**src/core/spwm_pkg.sv**
```systemverilog
// Package: constants and types for the synchronized PWM channel
package spwm_pkg;
   // Widths
   localparam int TB_W = 24; // Timebase counter width
   localparam int VAL_W = 22; // Period, high time and offset width
   localparam int DUTY_W = 14; // Duty setting width
   localparam int MA_W = 10; // Data memory address width
   localparam int PROD_W = 36; // Period times duty
   localparam int AW = 8; // Register bus address width
   // Duty scale: 10000 means fully high
   localparam logic [13:0] DUTY_FULL = 14'h2710;
   // Division steps, one per product bit
   localparam logic [5:0] DIV_STEPS = 6'h24;
   // Register byte addresses
   localparam logic [7:0] A_CTRL = 8'h00;
   localparam logic [7:0] A_PERIOD = 8'h04;
   localparam logic [7:0] A_DUTY = 8'h08;
   localparam logic [7:0] A_OFFSET = 8'h0C;
   localparam logic [7:0] A_REF_PTR = 8'h10;
   localparam logic [7:0] A_STAMP_ADDR = 8'h14;
   localparam logic [7:0] A_LINK_MASK = 8'h18;
   localparam logic [7:0] A_STATUS = 8'h1C;
   localparam logic [7:0] A_RISE_STAMP = 8'h20;
   localparam logic [7:0] A_HIGH_TIME = 8'h24;
   // Control bit positions
   localparam int CB_EN = 0; // Channel runs
   localparam int CB_SLAVE = 1; // Slave mode
   localparam int CB_TB = 2; // Second timebase counter
   localparam int CB_REF = 3; // Master starts from memory reference
   localparam int CB_FALL = 4; // Requests on falling edges too
   localparam int CTRL_W = 5;
   // Reset values
   localparam logic [4:0] CTRL_RST = 5'h00;
   localparam logic [21:0] PERIOD_RST = 22'h000000;
   localparam logic [13:0] DUTY_RST = 14'h0000;
   // Bus answers
   localparam logic [1:0] RESP_OKAY = 2'h0;
   localparam logic [1:0] RESP_SLVERR = 2'h2;
   // Channel states
   typedef enum logic [1:0] {
      ST_IDLE = 2'b00,
      ST_LOW = 2'b01,
      ST_HIGH = 2'b10
   } spwm_state_t;
endpackage

```
**src/core/spwm_high_time.sv**
```systemverilog
// High time calculator: period times duty divided by full scale
`timescale 1ns/1ps
module spwm_high_time (
   // Clock and reset
   input wire logic i_clock,
   input wire logic i_rst_b,
   // Request
   input wire logic i_start,
   input wire logic [spwm_pkg::VAL_W-1:0] i_period,
   input wire logic [spwm_pkg::DUTY_W-1:0] i_duty,
   // Result
   output logic o_busy,
   output logic o_done,
   output logic [spwm_pkg::VAL_W-1:0] o_high
);
   logic [spwm_pkg::PROD_W-1:0] num; // Dividend, becomes quotient
   logic [14:0] rem; // Partial remainder
   logic [5:0] step; // Steps left
   logic [spwm_pkg::PROD_W-1:0] chk_num; // Product kept for checking

   // Shifted remainder and trial subtract
   wire [14:0] rem_sh = {rem[13:0], num[spwm_pkg::PROD_W-1]};
   wire fits = rem_sh >= {1'b0, spwm_pkg::DUTY_FULL};

   // Restoring division by the full-scale duty
   always_ff @(posedge i_clock or negedge i_rst_b) begin
      if (!i_rst_b) begin
         num <= '0;
         rem <= '0;
         step <= '0;
         o_busy <= 1'b0;
         o_done <= 1'b0;
         o_high <= '0;
      end else begin
         o_done <= 1'b0;
         if (i_start && !o_busy) begin
            // Load the product
            num <= spwm_pkg::PROD_W'(i_period) * spwm_pkg::PROD_W'(i_duty);
            rem <= '0;
            step <= spwm_pkg::DIV_STEPS;
            o_busy <= 1'b1;
         end else if (o_busy) begin
            // One quotient bit per cycle
            rem <= fits ? rem_sh - {1'b0, spwm_pkg::DUTY_FULL} : rem_sh;
            num <= {num[spwm_pkg::PROD_W-2:0], fits};
            step <= step - 6'h01;
            if (step == 6'h01) begin
               o_busy <= 1'b0;
               o_done <= 1'b1;
               o_high <= {num[spwm_pkg::VAL_W-2:0], fits};
            end
         end
      end
   end

   // Product captured for the check below
   always_ff @(posedge i_clock or negedge i_rst_b) begin
      if (!i_rst_b) begin
         chk_num <= '0;
      end else if (i_start && !o_busy) begin
         chk_num <= spwm_pkg::PROD_W'(i_period) * spwm_pkg::PROD_W'(i_duty);
      end
   end

   property p_quotient;
      @(posedge i_clock) disable iff (!i_rst_b)
      $rose(o_busy) |-> ##36 (o_done &&
         (o_high == spwm_pkg::VAL_W'(chk_num / spwm_pkg::PROD_W'(spwm_pkg::DUTY_FULL))));
   endproperty
   a_quotient: assert property (p_quotient) else $error("High time wrong or late");
endmodule // spwm_high_time

```
**src/core/spwm_channel.sv**
```systemverilog
// Synchronized PWM channel, master or slave, with register bus
`timescale 1ns/1ps
// How it works
// - Period and high time rewritable while running
// - Slave rise follows master rise by offset
// - Period, high time, offset are 22 bits
// - Duty from zero to full, both extremes
// - Slave offset may reach one period
// - Master links up to eight slaves per period
// - Slave schedules from memory reference on link
// - Any link source drives a slave
// - Rise writes timebase into stamp location
// - Master rise raises interrupt and DMA request
// - Falling request only when option enabled
// - Period and duty updates not applied coherently
// - Own duty per channel, own slave offset
// - Duty 0 to 10000 in 0.01 percent
// - Immediate start: run timebase plus period
// - Reference start: memory reference plus period
module spwm_channel (
   // Clock and reset
   input wire logic i_clock,
   input wire logic i_rst_b,
   // Register bus, write channels
   input wire logic i_awvalid,
   output logic o_awready,
   input wire logic [spwm_pkg::AW-1:0] i_awaddr,
   input wire logic i_wvalid,
   output logic o_wready,
   input wire logic [31:0] i_wdata,
   input wire logic [3:0] i_wstrb,
   output logic o_bvalid,
   input wire logic i_bready,
   output logic [1:0] o_bresp,
   // Register bus, read channels
   input wire logic i_arvalid,
   output logic o_arready,
   input wire logic [spwm_pkg::AW-1:0] i_araddr,
   output logic o_rvalid,
   input wire logic i_rready,
   output logic [31:0] o_rdata,
   output logic [1:0] o_rresp,
   // Timebase counters
   input wire logic [spwm_pkg::TB_W-1:0] i_timebase_counter_1,
   input wire logic [spwm_pkg::TB_W-1:0] i_timebase_counter_2,
   // Shared data memory
   output logic [spwm_pkg::MA_W-1:0] o_mem_rd_addr,
   input wire logic [spwm_pkg::TB_W-1:0] i_mem_rd_data,
   output logic o_mem_wr_en,
   output logic [spwm_pkg::MA_W-1:0] o_mem_wr_addr,
   output logic [spwm_pkg::TB_W-1:0] o_mem_wr_data,
   // Links
   input wire logic i_link,
   output logic [7:0] o_link_req,
   // Waveform and requests
   output logic o_pwm,
   output logic o_irq_req,
   output logic o_dma_req
);
   // Modular time compare: target reached when now minus target is not negative
   function automatic logic reached(input logic [spwm_pkg::TB_W-1:0] now,
                                    input logic [spwm_pkg::TB_W-1:0] tgt);
      logic [spwm_pkg::TB_W-1:0] diff;
      diff = now - tgt;
      return !diff[spwm_pkg::TB_W-1];
   endfunction

   // Byte-lane merge of a write into a register word
   function automatic logic [31:0] merge(input logic [31:0] old,
                                         input logic [31:0] data,
                                         input logic [3:0] strb);
      logic [31:0] res;
      res = old;
      for (int i = 0; i < 4; i++) begin
         if (strb[i]) begin
            res[8*i +: 8] = data[8*i +: 8];
         end
      end
      return res;
   endfunction

   // Known register addresses
   function automatic logic mapped(input logic [spwm_pkg::AW-1:0] a);
      return (a[1:0] == 2'h0) && (a <= spwm_pkg::A_HIGH_TIME);
   endfunction

   // Configuration registers
   logic [spwm_pkg::CTRL_W-1:0] ctrl; // Control bits
   logic [spwm_pkg::VAL_W-1:0] period; // Period in timebase ticks
   logic [spwm_pkg::DUTY_W-1:0] duty; // Duty, 0 to 10000
   logic [spwm_pkg::VAL_W-1:0] offset; // Slave rise offset
   logic [spwm_pkg::MA_W-1:0] ref_ptr; // Reference or master stamp pointer
   logic [spwm_pkg::MA_W-1:0] stamp_addr; // Own rise stamp location
   logic [7:0] link_mask; // Slaves to link
   // Bus state
   logic aw_held; // Write address waiting
   logic w_held; // Write data waiting
   logic [spwm_pkg::AW-1:0] aw_addr; // Held write address
   logic [31:0] w_data; // Held write data
   logic [3:0] w_strb; // Held byte enables
   // Channel state
   spwm_pkg::spwm_state_t state; // Waveform state
   logic en_q; // Enable one cycle ago
   logic rise_armed; // A rise is scheduled
   logic [spwm_pkg::TB_W-1:0] rise_tgt; // Next rise time
   logic [spwm_pkg::TB_W-1:0] fall_tgt; // Next fall time
   logic [spwm_pkg::VAL_W-1:0] high_time; // Computed high time
   logic recalc; // High time needs recomputing
   // Divider handshake
   logic div_busy;
   logic div_done;
   logic [spwm_pkg::VAL_W-1:0] div_high;
   logic [31:0] rd_word; // Read data selection

   // Control decode
   wire ctl_en = ctrl[spwm_pkg::CB_EN];
   wire ctl_slave = ctrl[spwm_pkg::CB_SLAVE];
   wire ctl_ref = ctrl[spwm_pkg::CB_REF];
   wire ctl_fall = ctrl[spwm_pkg::CB_FALL];
   wire [spwm_pkg::TB_W-1:0] tb_sel =
      ctrl[spwm_pkg::CB_TB] ? i_timebase_counter_2 : i_timebase_counter_1;

   // Bus handshakes
   assign o_awready = !aw_held;
   assign o_wready = !w_held;
   assign o_arready = !o_rvalid;
   wire do_write = aw_held && w_held && !o_bvalid;
   wire wr_ok = do_write && mapped(aw_addr);
   wire rd_take = i_arvalid && o_arready;

   // Write selects
   wire wr_ctrl = wr_ok && (aw_addr == spwm_pkg::A_CTRL);
   wire wr_period = wr_ok && (aw_addr == spwm_pkg::A_PERIOD);
   wire wr_duty = wr_ok && (aw_addr == spwm_pkg::A_DUTY);
   wire wr_offset = wr_ok && (aw_addr == spwm_pkg::A_OFFSET);
   wire wr_ref = wr_ok && (aw_addr == spwm_pkg::A_REF_PTR);
   wire wr_stamp = wr_ok && (aw_addr == spwm_pkg::A_STAMP_ADDR);
   wire wr_link = wr_ok && (aw_addr == spwm_pkg::A_LINK_MASK);

   // Merged write values, duty clamped to full scale
   wire [31:0] duty_m = merge(32'(duty), w_data, w_strb);
   wire [spwm_pkg::DUTY_W-1:0] next_duty =
      (duty_m > 32'(spwm_pkg::DUTY_FULL)) ? spwm_pkg::DUTY_FULL : duty_m[13:0];
   wire [31:0] period_m = merge(32'(period), w_data, w_strb);
   wire [31:0] offset_m = merge(32'(offset), w_data, w_strb);

   // Edge timing
   wire start = ctl_en && !en_q; // Run request
   wire high_nz = high_time != '0; // Zero duty keeps output low
   wire high_full = high_time >= period; // Full duty keeps output high
   wire [spwm_pkg::TB_W-1:0] start_ref = ctl_ref ? i_mem_rd_data : tb_sel;
   wire [spwm_pkg::TB_W-1:0] first_rise = start_ref + spwm_pkg::TB_W'(period);
   wire [spwm_pkg::TB_W-1:0] slave_tgt = i_mem_rd_data + spwm_pkg::TB_W'(offset);
   wire link_take = i_link && ctl_slave && (state != spwm_pkg::ST_IDLE);
   wire fall_evt = (state == spwm_pkg::ST_HIGH) && reached(tb_sel, fall_tgt);
   wire rise_evt = (state != spwm_pkg::ST_IDLE) && rise_armed &&
      reached(tb_sel, rise_tgt) && !fall_evt;

   // Reference pointer selects the memory word read
   assign o_mem_rd_addr = ref_ptr;

   // Write address and data may arrive in either order
   always_ff @(posedge i_clock or negedge i_rst_b) begin
      if (!i_rst_b) begin
         aw_held <= 1'b0;
         w_held <= 1'b0;
         aw_addr <= '0;
         w_data <= '0;
         w_strb <= '0;
      end else begin
         if (i_awvalid && o_awready) begin
            aw_held <= 1'b1;
            aw_addr <= i_awaddr;
         end else if (do_write) begin
            aw_held <= 1'b0;
         end
         if (i_wvalid && o_wready) begin
            w_held <= 1'b1;
            w_data <= i_wdata;
            w_strb <= i_wstrb;
         end else if (do_write) begin
            w_held <= 1'b0;
         end
      end
   end

   // Write response, error for unmapped addresses
   always_ff @(posedge i_clock or negedge i_rst_b) begin
      if (!i_rst_b) begin
         o_bvalid <= 1'b0;
         o_bresp <= spwm_pkg::RESP_OKAY;
      end else if (do_write) begin
         o_bvalid <= 1'b1;
         o_bresp <= mapped(aw_addr) ? spwm_pkg::RESP_OKAY : spwm_pkg::RESP_SLVERR;
      end else if (i_bready) begin
         o_bvalid <= 1'b0;
      end
   end

   // Configuration writes; period, duty, offset honour byte enables, ctrl and link mask need lane 0, pointers ignore them
   always_ff @(posedge i_clock or negedge i_rst_b) begin
      if (!i_rst_b) begin
         ctrl <= spwm_pkg::CTRL_RST;
         period <= spwm_pkg::PERIOD_RST;
         duty <= spwm_pkg::DUTY_RST;
         offset <= '0;
         ref_ptr <= '0;
         stamp_addr <= '0;
         link_mask <= '0;
      end else begin
         if (wr_ctrl && w_strb[0]) begin
            ctrl <= w_data[spwm_pkg::CTRL_W-1:0];
         end
         if (wr_period) begin
            period <= period_m[spwm_pkg::VAL_W-1:0];
         end
         if (wr_duty) begin
            duty <= next_duty;
         end
         if (wr_offset) begin
            offset <= offset_m[spwm_pkg::VAL_W-1:0];
         end
         if (wr_ref) begin
            ref_ptr <= w_data[spwm_pkg::MA_W-1:0];
         end
         if (wr_stamp) begin
            stamp_addr <= w_data[spwm_pkg::MA_W-1:0];
         end
         if (wr_link && w_strb[0]) begin
            link_mask <= w_data[7:0];
         end
      end
   end

   // Read data selection
   always_comb begin
      unique case (i_araddr)
         spwm_pkg::A_CTRL: rd_word = 32'(ctrl);
         spwm_pkg::A_PERIOD: rd_word = 32'(period);
         spwm_pkg::A_DUTY: rd_word = 32'(duty);
         spwm_pkg::A_OFFSET: rd_word = 32'(offset);
         spwm_pkg::A_REF_PTR: rd_word = 32'(ref_ptr);
         spwm_pkg::A_STAMP_ADDR: rd_word = 32'(stamp_addr);
         spwm_pkg::A_LINK_MASK: rd_word = 32'(link_mask);
         spwm_pkg::A_STATUS: rd_word = 32'({div_busy, state, o_pwm});
         spwm_pkg::A_RISE_STAMP: rd_word = 32'(o_mem_wr_data);
         spwm_pkg::A_HIGH_TIME: rd_word = 32'(high_time);
         default: rd_word = 32'h00000000;
      endcase
   end

   // Read answer, held until taken
   always_ff @(posedge i_clock or negedge i_rst_b) begin
      if (!i_rst_b) begin
         o_rvalid <= 1'b0;
         o_rdata <= 32'h00000000;
         o_rresp <= spwm_pkg::RESP_OKAY;
      end else if (rd_take) begin
         o_rvalid <= 1'b1;
         o_rdata <= rd_word;
         o_rresp <= mapped(i_araddr) ? spwm_pkg::RESP_OKAY : spwm_pkg::RESP_SLVERR;
      end else if (i_rready) begin
         o_rvalid <= 1'b0;
      end
   end

   // High time refresh; a write in the cycle a division starts wins over the clear
   always_ff @(posedge i_clock or negedge i_rst_b) begin
      if (!i_rst_b) begin
         recalc <= 1'b0;
         high_time <= '0;
      end else begin
         if (!div_busy && recalc) begin
            recalc <= 1'b0;
         end
         if (wr_period || wr_duty || start) begin
            recalc <= 1'b1;
         end
         if (div_done) begin
            high_time <= div_high;
         end
      end
   end

   // High time from this channel's own period and duty
   spwm_high_time u_high_time (
      .i_clock(i_clock),
      .i_rst_b(i_rst_b),
      .i_start(recalc && !div_busy),
      .i_period(period),
      .i_duty(duty),
      .o_busy(div_busy),
      .o_done(div_done),
      .o_high(div_high)
   );

   // Enable history for the run request
   always_ff @(posedge i_clock or negedge i_rst_b) begin
      if (!i_rst_b) begin
         en_q <= 1'b0;
      end else begin
         en_q <= ctl_en;
      end
   end

   // Waveform scheduler
   always_ff @(posedge i_clock or negedge i_rst_b) begin
      if (!i_rst_b) begin
         state <= spwm_pkg::ST_IDLE;
         o_pwm <= 1'b0;
         rise_armed <= 1'b0;
         rise_tgt <= '0;
         fall_tgt <= '0;
      end else if (!ctl_en) begin
         // Disabled: output low, nothing scheduled
         state <= spwm_pkg::ST_IDLE;
         o_pwm <= 1'b0;
         rise_armed <= 1'b0;
      end else if (start) begin
         // Master schedules its first rise, slave waits for a link
         state <= spwm_pkg::ST_LOW;
         rise_tgt <= first_rise;
         rise_armed <= !ctl_slave;
      end else begin
         if (fall_evt) begin
            o_pwm <= 1'b0;
            state <= spwm_pkg::ST_LOW;
         end
         if (rise_evt) begin
            fall_tgt <= rise_tgt + spwm_pkg::TB_W'(high_time);
            o_pwm <= high_nz;
            state <= (high_nz && !high_full) ? spwm_pkg::ST_HIGH : spwm_pkg::ST_LOW;
            if (!ctl_slave) begin
               rise_tgt <= rise_tgt + spwm_pkg::TB_W'(period);
            end else begin
               rise_armed <= 1'b0;
            end
         end
         // A link from any source; masters never take one
         if (link_take) begin
            rise_tgt <= slave_tgt;
            rise_armed <= 1'b1;
         end
      end
   end

   // Stamp writes, links and service requests
   always_ff @(posedge i_clock or negedge i_rst_b) begin
      if (!i_rst_b) begin
         o_mem_wr_en <= 1'b0;
         o_mem_wr_addr <= '0;
         o_mem_wr_data <= '0;
         o_link_req <= 8'h00;
         o_irq_req <= 1'b0;
         o_dma_req <= 1'b0;
      end else begin
         o_mem_wr_en <= rise_evt;
         o_link_req <= 8'h00;
         o_irq_req <= 1'b0;
         o_dma_req <= 1'b0;
         if (rise_evt) begin
            o_mem_wr_addr <= stamp_addr;
            o_mem_wr_data <= tb_sel;
            if (!ctl_slave) begin
               o_link_req <= link_mask;
               o_irq_req <= 1'b1;
               o_dma_req <= 1'b1;
            end
         end
         if (fall_evt && !ctl_slave && ctl_fall) begin
            o_irq_req <= 1'b1;
            o_dma_req <= 1'b1;
         end
      end
   end

   property p_stamp;
      @(posedge i_clock) disable iff (!i_rst_b)
      rise_evt |=> o_mem_wr_en && (o_mem_wr_data == $past(tb_sel)) &&
         (o_mem_wr_addr == $past(stamp_addr));
   endproperty
   a_stamp: assert property (p_stamp) else $error("Rise stamp not written");

   property p_rise_req;
      @(posedge i_clock) disable iff (!i_rst_b)
      (rise_evt && !ctl_slave) |=> (o_irq_req && o_dma_req) ##1
         (o_irq_req == $past(rise_evt || (fall_evt && ctl_fall)));
   endproperty
   a_rise_req: assert property (p_rise_req) else $error("Master rise request wrong");

   property p_fall_quiet;
      @(posedge i_clock) disable iff (!i_rst_b)
      (fall_evt && !ctl_fall) |=> !o_irq_req && !o_dma_req;
   endproperty
   a_fall_quiet: assert property (p_fall_quiet) else $error("Falling request unasked");

   property p_links;
      @(posedge i_clock) disable iff (!i_rst_b)
      (rise_evt && !ctl_slave) |=> (o_link_req == $past(link_mask));
   endproperty
   a_links: assert property (p_links) else $error("Links not sent on rise");

   property p_duty_zero;
      @(posedge i_clock) disable iff (!i_rst_b)
      (rise_evt && !high_nz && ctl_en) |=> !o_pwm;
   endproperty
   a_duty_zero: assert property (p_duty_zero) else $error("Zero duty went high");

   property p_duty_full;
      @(posedge i_clock) disable iff (!i_rst_b)
      (rise_evt && high_nz && high_full && ctl_en) |=>
         o_pwm && (state == spwm_pkg::ST_LOW);
   endproperty
   a_duty_full: assert property (p_duty_full) else $error("Full duty scheduled a fall");

   property p_slave_ref;
      @(posedge i_clock) disable iff (!i_rst_b)
      (link_take && ctl_en && !start) |=>
         rise_armed && (rise_tgt == $past(i_mem_rd_data) + spwm_pkg::TB_W'($past(offset)));
   endproperty
   a_slave_ref: assert property (p_slave_ref) else $error("Slave rise not from reference");

   property p_first_rise;
      @(posedge i_clock) disable iff (!i_rst_b)
      (start && !ctl_slave) |=>
         (rise_tgt == $past(start_ref) + spwm_pkg::TB_W'($past(period))) && rise_armed;
   endproperty
   a_first_rise: assert property (p_first_rise) else $error("First rise misplaced");

   property p_master_deaf;
      @(posedge i_clock) disable iff (!i_rst_b)
      (i_link && !ctl_slave && !rise_evt && !start && ctl_en) |=> $stable(rise_tgt);
   endproperty
   a_master_deaf: assert property (p_master_deaf) else $error("Master took a link");
endmodule // spwm_channel

```
**config.mk**
```make
export PLATFORM = sky130hd
export DESIGN_NAME = spwm_channel
export DESIGN_NICKNAME = d
export VERILOG_FILES = /design/src/core/spwm_pkg.sv /design/src/core/spwm_high_time.sv /design/src/core/spwm_channel.sv
export SDC_FILE = /design/constraint.sdc
export NUM_CORES = 2
export LEC_CHECK = 0
export BUFFER_PORTS_ARGS = -buffer_cell sky130_fd_sc_hd__buf_2
export CAP_MARGIN = 30
export CORE_MARGIN = 5
export CORE_UTILIZATION = 40
export DETAILED_ROUTE_END_ITERATION = 16
export PLACE_DENSITY_LB_ADDON = 0.1
export SLEW_MARGIN = 15
export SYNTH_ARGS = -nofsm -noshare
export SYNTH_HDL_FRONTEND = slang
export SYNTH_HIERARCHICAL = 1
export SYNTH_SLANG_ARGS = --single-unit
```
**constraint.sdc**
```tcl
create_clock -name i_clock -period 7.6 [get_ports i_clock]
set_input_delay 1.14 -clock i_clock [delete_from_list [all_inputs] [get_ports i_clock]]
set_output_delay 1.14 -clock i_clock [all_outputs]
set_load 0.005 [all_outputs]
```
# Word level (Yosys, flattened, before mapping)
# Cells that the tools add are included.
# totals
out_inout_bits	97
register_bits	375
inputBits	132
wordCells	200
# classes
order_cmp	5
bitwise_logic	2
n_mul	1
n_mux	55
addsub	8
n_reduce_logical	66
eq_ne	23
# ops
cell	n
24-bit one-hot mux with 10 select lines	1
24-bit 2-to-1 mux	6
24-bit by 22-bit adder with 24-bit output	4
36-bit 2-to-1 mux	2
8-bit by 5-bit equality test with 1-bit output, second input constant	7
14-bit 2-to-1 mux	4
8-bit 2-to-1 mux	6
24-bit subtractor	2
22-bit by 14-bit multiplier with 36-bit output	1
8-bit by 4-bit equality test with 1-bit output, second input constant	4
32-bit by 14-bit > comparator with 1-bit output, second input constant	1
1-bit logical AND	29
1-bit 2-to-1 mux	27
22-bit >= comparator	1
22-bit nonzero test	1
8-bit by 3-bit equality test with 1-bit output, second input constant	2
8-bit by 6-bit equality test with 1-bit output, second input constant	2
8-bit by 6-bit less-or-equal comparator with 1-bit output, second input constant	2
8-bit logical NOT	2
2-bit AND reduction	8
15-bit by 14-bit >= comparator with 1-bit output, second input constant	1
2-bit 2-to-1 mux	7
2-bit nonzero test	7
14-bit subtractor, second input constant	1
13 further kinds	32

# Depth between registers and ports, before layout
# depth
depth_word	10
depth_mapped	24
depth_no_buf	23

# Hierarchy
# Netlist, hierarchy kept.
# by_module_without_submodules
mod	instances	seq_area_each_um2	cells_per_inst	area_per_inst_um2
spwm_channel	1	7131.8	1874	18671.7
spwm_high_time	1	2001.9	1546	13558.0

# Least setup slack after synthesis
# OpenSTA, ideal clock, no wires.
# synth_timing
path_kind	register -> register
start	reg period[15] in the netlist's numbering
end	reg u_high_time/num[31] in the netlist's numbering
n_path_buf	2
period_less_slack_ps	5810
arrival_ps	5682
slack_ps	1790
required_ps	7472
setup_ps	128
path_stages_with_launch	23
path_cell_list	dfrtp_1 > clkbuf_1 > nand2_1 > fa_1 > fa_1 > fa_1 > inv_1 > fa_1 > fa_1 > inv_1 > fa_1 > inv_1 > ha_1 > buf_2 > a21oi_1 > o21ai_1 > nor4_1 > a311oi_2 > a221o_1 > nand2_1 > nand2_1 > xnor2_1 > o21ai_1
# synth_between
elab_chain_len	2
# synth_rtl
item	line	rtl
from (decl)	spwm_channel.sv:89	logic [spwm_pkg::VAL_W-1:0] period;
from (signal assigned)	spwm_channel.sv:204	period <= spwm_pkg::PERIOD_RST;
from (signal assigned)	spwm_channel.sv:215	period <= period_m[spwm_pkg::VAL_W-1:0];
22-bit by 14-bit multiplier with 36-bit output	spwm_high_time.sv:38	num <= spwm_pkg::PROD_W'(i_period) * spwm_pkg::PROD_W'(i_duty);
36-bit 2-to-1 mux	spwm_high_time.sv:36	if (i_start && !o_busy) begin
to (signal assigned)	spwm_high_time.sv:38	
to (signal assigned)	spwm_high_time.sv:45	num <= {num[spwm_pkg::PROD_W-2:0], fits};
to (decl)	spwm_high_time.sv:16	logic [spwm_pkg::PROD_W-1:0] num;
# Every way passes these cells.
# A chain may end at the register's enable or synchronous reset.

# Worst setup path after layout
# layout_timing
start	reg duty[2] in the netlist's numbering
end	reg u_high_time/num[35] in the netlist's numbering
# layout_between
elab_chain_len	2
# layout_rtl
item	line	rtl
from (decl)	spwm_channel.sv:90	logic [spwm_pkg::DUTY_W-1:0] duty;
from (signal assigned)	spwm_channel.sv:205	duty <= spwm_pkg::DUTY_RST;
from (signal assigned)	spwm_channel.sv:218	duty <= next_duty;
22-bit by 14-bit multiplier with 36-bit output	spwm_high_time.sv:38	
36-bit 2-to-1 mux	spwm_high_time.sv:36	
# Every way passes these cells.

==> results.txt <==
The final setup TNS came out at 0 ns. Setup repair after global routing left no endpoint under its margin. The async set or reset register ratio after synthesis came out at 100%. The setup slack after layout is 0.982 ns. The total of endpoints with negative setup slack in the final report came out at 0.

The detailed-route DRC error count is 0. The number of nets at the end of the flow is 4219. The cell count after placement is 4596. The number of buffers inserted during clock tree synthesis is 45. The number of synthesized flops with an enable pin is 0.

The clock sink total came out at 365. The path class of the tightest hold or removal check is reg2reg. The achievable frequency is ~0.15 GHz.

At the end of routability-driven placement, the weighted congestion stood at between 0.9 and 1. The relative slew slack is about a quarter. The final instance count without filler cells is between 4000 and 5000. The worst-case IR drop observed on VDD is roughly 0.15 mV.

The worst path in the final design needs a cycle of 6.62 ns, including I/O delays and setup. CTS placed an instance of sky130_fd_sc_hd__clkbuf_16 at the clock tree root. The instance area after placement came out at 34400 sq um. The number of antenna violations at the first check in global routing came out at 1. The worst setup path is of the reg2reg kind.

The detail-routed net length per standard cell came out at 23.2 microns. For this run, the register share of the synthesized area comes to 28.3%. The number of max-slew violations in the final report is 0. During synthesis, Yosys emitted a total of 6 warnings. The number of library cell types mapped by synthesis is between 90 and 100. The area of the die is around 86000 sq um. The clock skew is between 0.03 and 0.04 ns. The leakage power summed over all cells came out at around 18 nW. The category of the worst setup path launch point is a register. The number of buffer cells added on primary ports is 218. The detail route stage leaves a number of antenna-violating nets equal to 0.

The delay of the slowest cell on the worst path is 0.80 ns. The clock input transition at the sequential cells of the worst setup and hold paths came out at 0.06 ns. The share of final-layout standard cells stronger than drive strength 1 is between 10% and 20%. The worst setup path is captured at a register. The power density over the cells is approximately 210 nW/um^2. The run finished with clean final reports. The share of total power in combinational logic came out at 30.4%. The count of final hold-check violations is 0. The area fraction in compound gates after synthesis is 14.7%. The CTS H-tree depth is 2. The area of the core came out at between 80000 and 90000 sq um. The die is approximately 300 microns tall.

Summing over every cut layer, the via total after detailed routing is 25900. The via count of the first global-routing pass is between 20000 and 30000. The total of max-cap violations came out at 0.

The synthesized netlist devotes 25.0% of its cell area to adder and majority cells. The maximum fanout along the worst path came out at 13. TritonCTS built the clock tree. The share of power burned in the clock network came out at a little under a third. The number of detailed-routing iterations run before antenna repair came out at 6.

The flip-flop and latch count after synthesis came out at 365. The relative area change from synthesis to final layout is 12.0%. The slowest stage of the critical path is the sky130_fd_sc_hd__dfrtp_1 cell. The final critical-path share of the clock period came out at 87.1%.

Counting along the longest clock path gives a buffer depth of 3. The sum of overflow across all layers after global routing came out at 0. Traced cell by cell, the critical path runs through buf_4 > nand2_1 > fa_1 > inv_1 > fa_1 > fa_1 > inv_1 > fa_1 > fa_1 > fa_1 > inv_1 > ha_1 > and3_1 > nand4_1 > nand4b_4 > and3_1 > o31ai_1 > a221oi_2 > xnor2_1 > a211oi_1 > a21o_1.

The clock latency at the later pin of the worst-skew pair came out at 0.61 ns. Summing all non-filler instances in the final layout gives an area of 36100 sq um. The pre-CTS setup slack came out at 1.02 ns.

The multiplexer area fraction after synthesis is ~8.3%. The total power after layout came out at ~7.6 mW. A synthesized cell averages 9.42 sq um. The number of instances in the synthesized netlist is 3420. The xor and xnor fraction of the mapped netlist area is between 2 and 3%. After synthesis, the largest family of logic cells by area is adder cells.

The first global-routing pass estimated 163000 microns of wire. The detail-routed via count per cell came out at approximately 5.5. In the synthesized netlist the dominant register cell turns out to be sky130_fd_sc_hd__dfrtp_1. The initial core utilization came out at roughly 40%.

The width of the chip came out at 294 microns. The fraction of power spent switching nets is 38.5%. The final layout contains routed wiring with a total length of 109000 microns. Detailed placement ended at an HPWL of ~84000 microns. The post-synthesis instance area came out at 32200 sq um. Data on the critical path arrives at its endpoint at 7.09 ns. The hold slack came out at 0.468 ns. Summing the areas of all and, or, nand and nor instances in the mapped netlist gives 14.0% of the synthesized area. Cell internal power was estimated by the tool at 4.65 mW.

By instance count, the cell type seen most on the critical path is sky130_fd_sc_hd__fa_1. 229 I/O pins were placed. The switching power summed over all nets is 2.92 mW. The actual transition at the worst max-transition pin came out at 1.10 ns.

The number of gates resized after CTS was 0. The post-layout utilization of the core is about 45%. The DRC marker count from the first detailed-route iteration came out at 1620. The number of hold buffers added after CTS was 0. The overall global routing resource usage is 24.7%.

The largest net degree at the start of global routing is 173. The post-CTS repair timing setup buffer count is 0. The number of placement rows came out at 104. The sequential share of power came out at 39.6%. The worst endpoint required time came out at 8.07 ns.
-- area by class of cell --
cell class                      count  area (sq um)
Timing Repair Buffer              273          1640
Clock buffer                       62          1270
Multi-Input combinational cell   2522         21000
Sequential cell                   365          9140
Fill cell                        8074         44100
Inverter                          381          1430
Clock inverter                     20           285
Antenna cell                        1          2.50
Tap cell                         1060          1330
-- Yosys cell counts (all sizes together), types with 17 or more instances --
library cell  instances  area share, %
mux2                212            7.4
nor2b                18           0.35
nand2b               19           0.37
inv                 381            4.4
a22oi                41           0.99
nand3                37           0.57
o21ai               190            3.0
nor2                134            1.6
dfrtp               365             28
o211ai               18           0.42
a31oi                28           0.54
and3                 23           0.45
xor2                 47            1.3
xnor2                62            1.7
a211oi               35           0.85
o21a                 22           0.51
nor4                 17           0.33
mux2i                27           0.92
nand4                30           0.60
a221oi               19           0.54
o31ai                19           0.44
and2                143            2.8
nand2               456            5.4
a21oi               138            2.2
a21o                 63            1.5
clkbuf              121            1.4
buf                  40           0.83
fa                  241             15
a22o                 32           0.87
nor3                 38           0.61
ha                  258             10
-- registers in the layout, indices dropped and copies added, names as in the netlist, 4 cells and up --
register and flops:
ctrl 5, o_mem_wr_addr 10, link_mask 8, o_rdata 24
u_high_time/step 6, high_time 22, o_link_req 8, u_high_time/o_high 22
u_high_time/num 36, duty 14, w_strb 4, o_mem_rd_addr 10
aw_addr 8, o_mem_wr_data 24, period 22, w_data 32
stamp_addr 10, offset 22, u_high_time/rem 14, fall_tgt 24
rise_tgt 24
-- kinds of logic after synthesis --
kind of cell	after synthesis
adders and majority gates	499
AOI/OAI and AO/OA	708
buffers and inverters	542
muxes	239
other	1
DFF	365
xor gates and xnor gates	109
and+or+nand+nor	957
-- cell usage in the layout, fill, tap and decap left out, drive strengths merged, types with 63 or more instances in the layout --
cell type,count
nor2,134
mux2,212
fa,241
dfrtp,365
nand2,456
o21ai,190
a21o,63
and2,143
buf,273
inv,386
a21oi,138
ha,258
-- final timing paths --
path,startpoint,endpoint,slack [ns],cells past startpoint
worst max-delay path,duty[2]$_DFFE_PN0P_,u_high_time/num[35]$_DFFE_PN0P_,0.98,21
worst min-delay path,u_high_time/step[5]$_DFFE_PN0P_,u_high_time/step[5]$_DFFE_PN0P_,0.47,1
worst max register to register,duty[2]$_DFFE_PN0P_,u_high_time/num[35]$_DFFE_PN0P_,0.98,21
worst min register to register,u_high_time/step[5]$_DFFE_PN0P_,u_high_time/step[5]$_DFFE_PN0P_,0.47,1
max in group asynchronous,i_rst_b,o_mem_rd_addr[6]$_DFFE_PN0P_,5.49,2
min in group asynchronous,i_rst_b,fall_tgt[22]$_DFFE_PN0P_,0.51,1
-- critical path: cells and delay by family, from the launching register on --
kind,cells,cell delay (ns)
AOI/OAI and AO/OA,4,0.72
xor gates and xnor gates,1,0.20
DFF,1,0.80
adders and majority gates,7,3.36
and+or+nand+nor,5,0.95
buffers and inverters,4,0.50
-- power groups by stage --
stage	clock [mW]	combinational [mW]	sequential, mW
after global placement	0	2.21	3.06
final	2.27	2.30	3.00
after CTS	2.32	2.25	3.02
after floorplan	0	1.69	2.61
after detailed placement	0	2.24	3.06
after global routing	2.40	2.55	3.05
-- per-layer routing --
layer | up-vias | track usage [%] | wire length (microns)
met1 | 13000 | 32.2 | 45700
met5 | - | 0 | 0
li1 | 12000 | - | -
met4 | 0 | 9.65 | 5110
met3 | 198 | 3.72 | 5650
met2 | 750 | 41.5 | 52200
No activity file was read; power rests on OpenSTA's default activity.
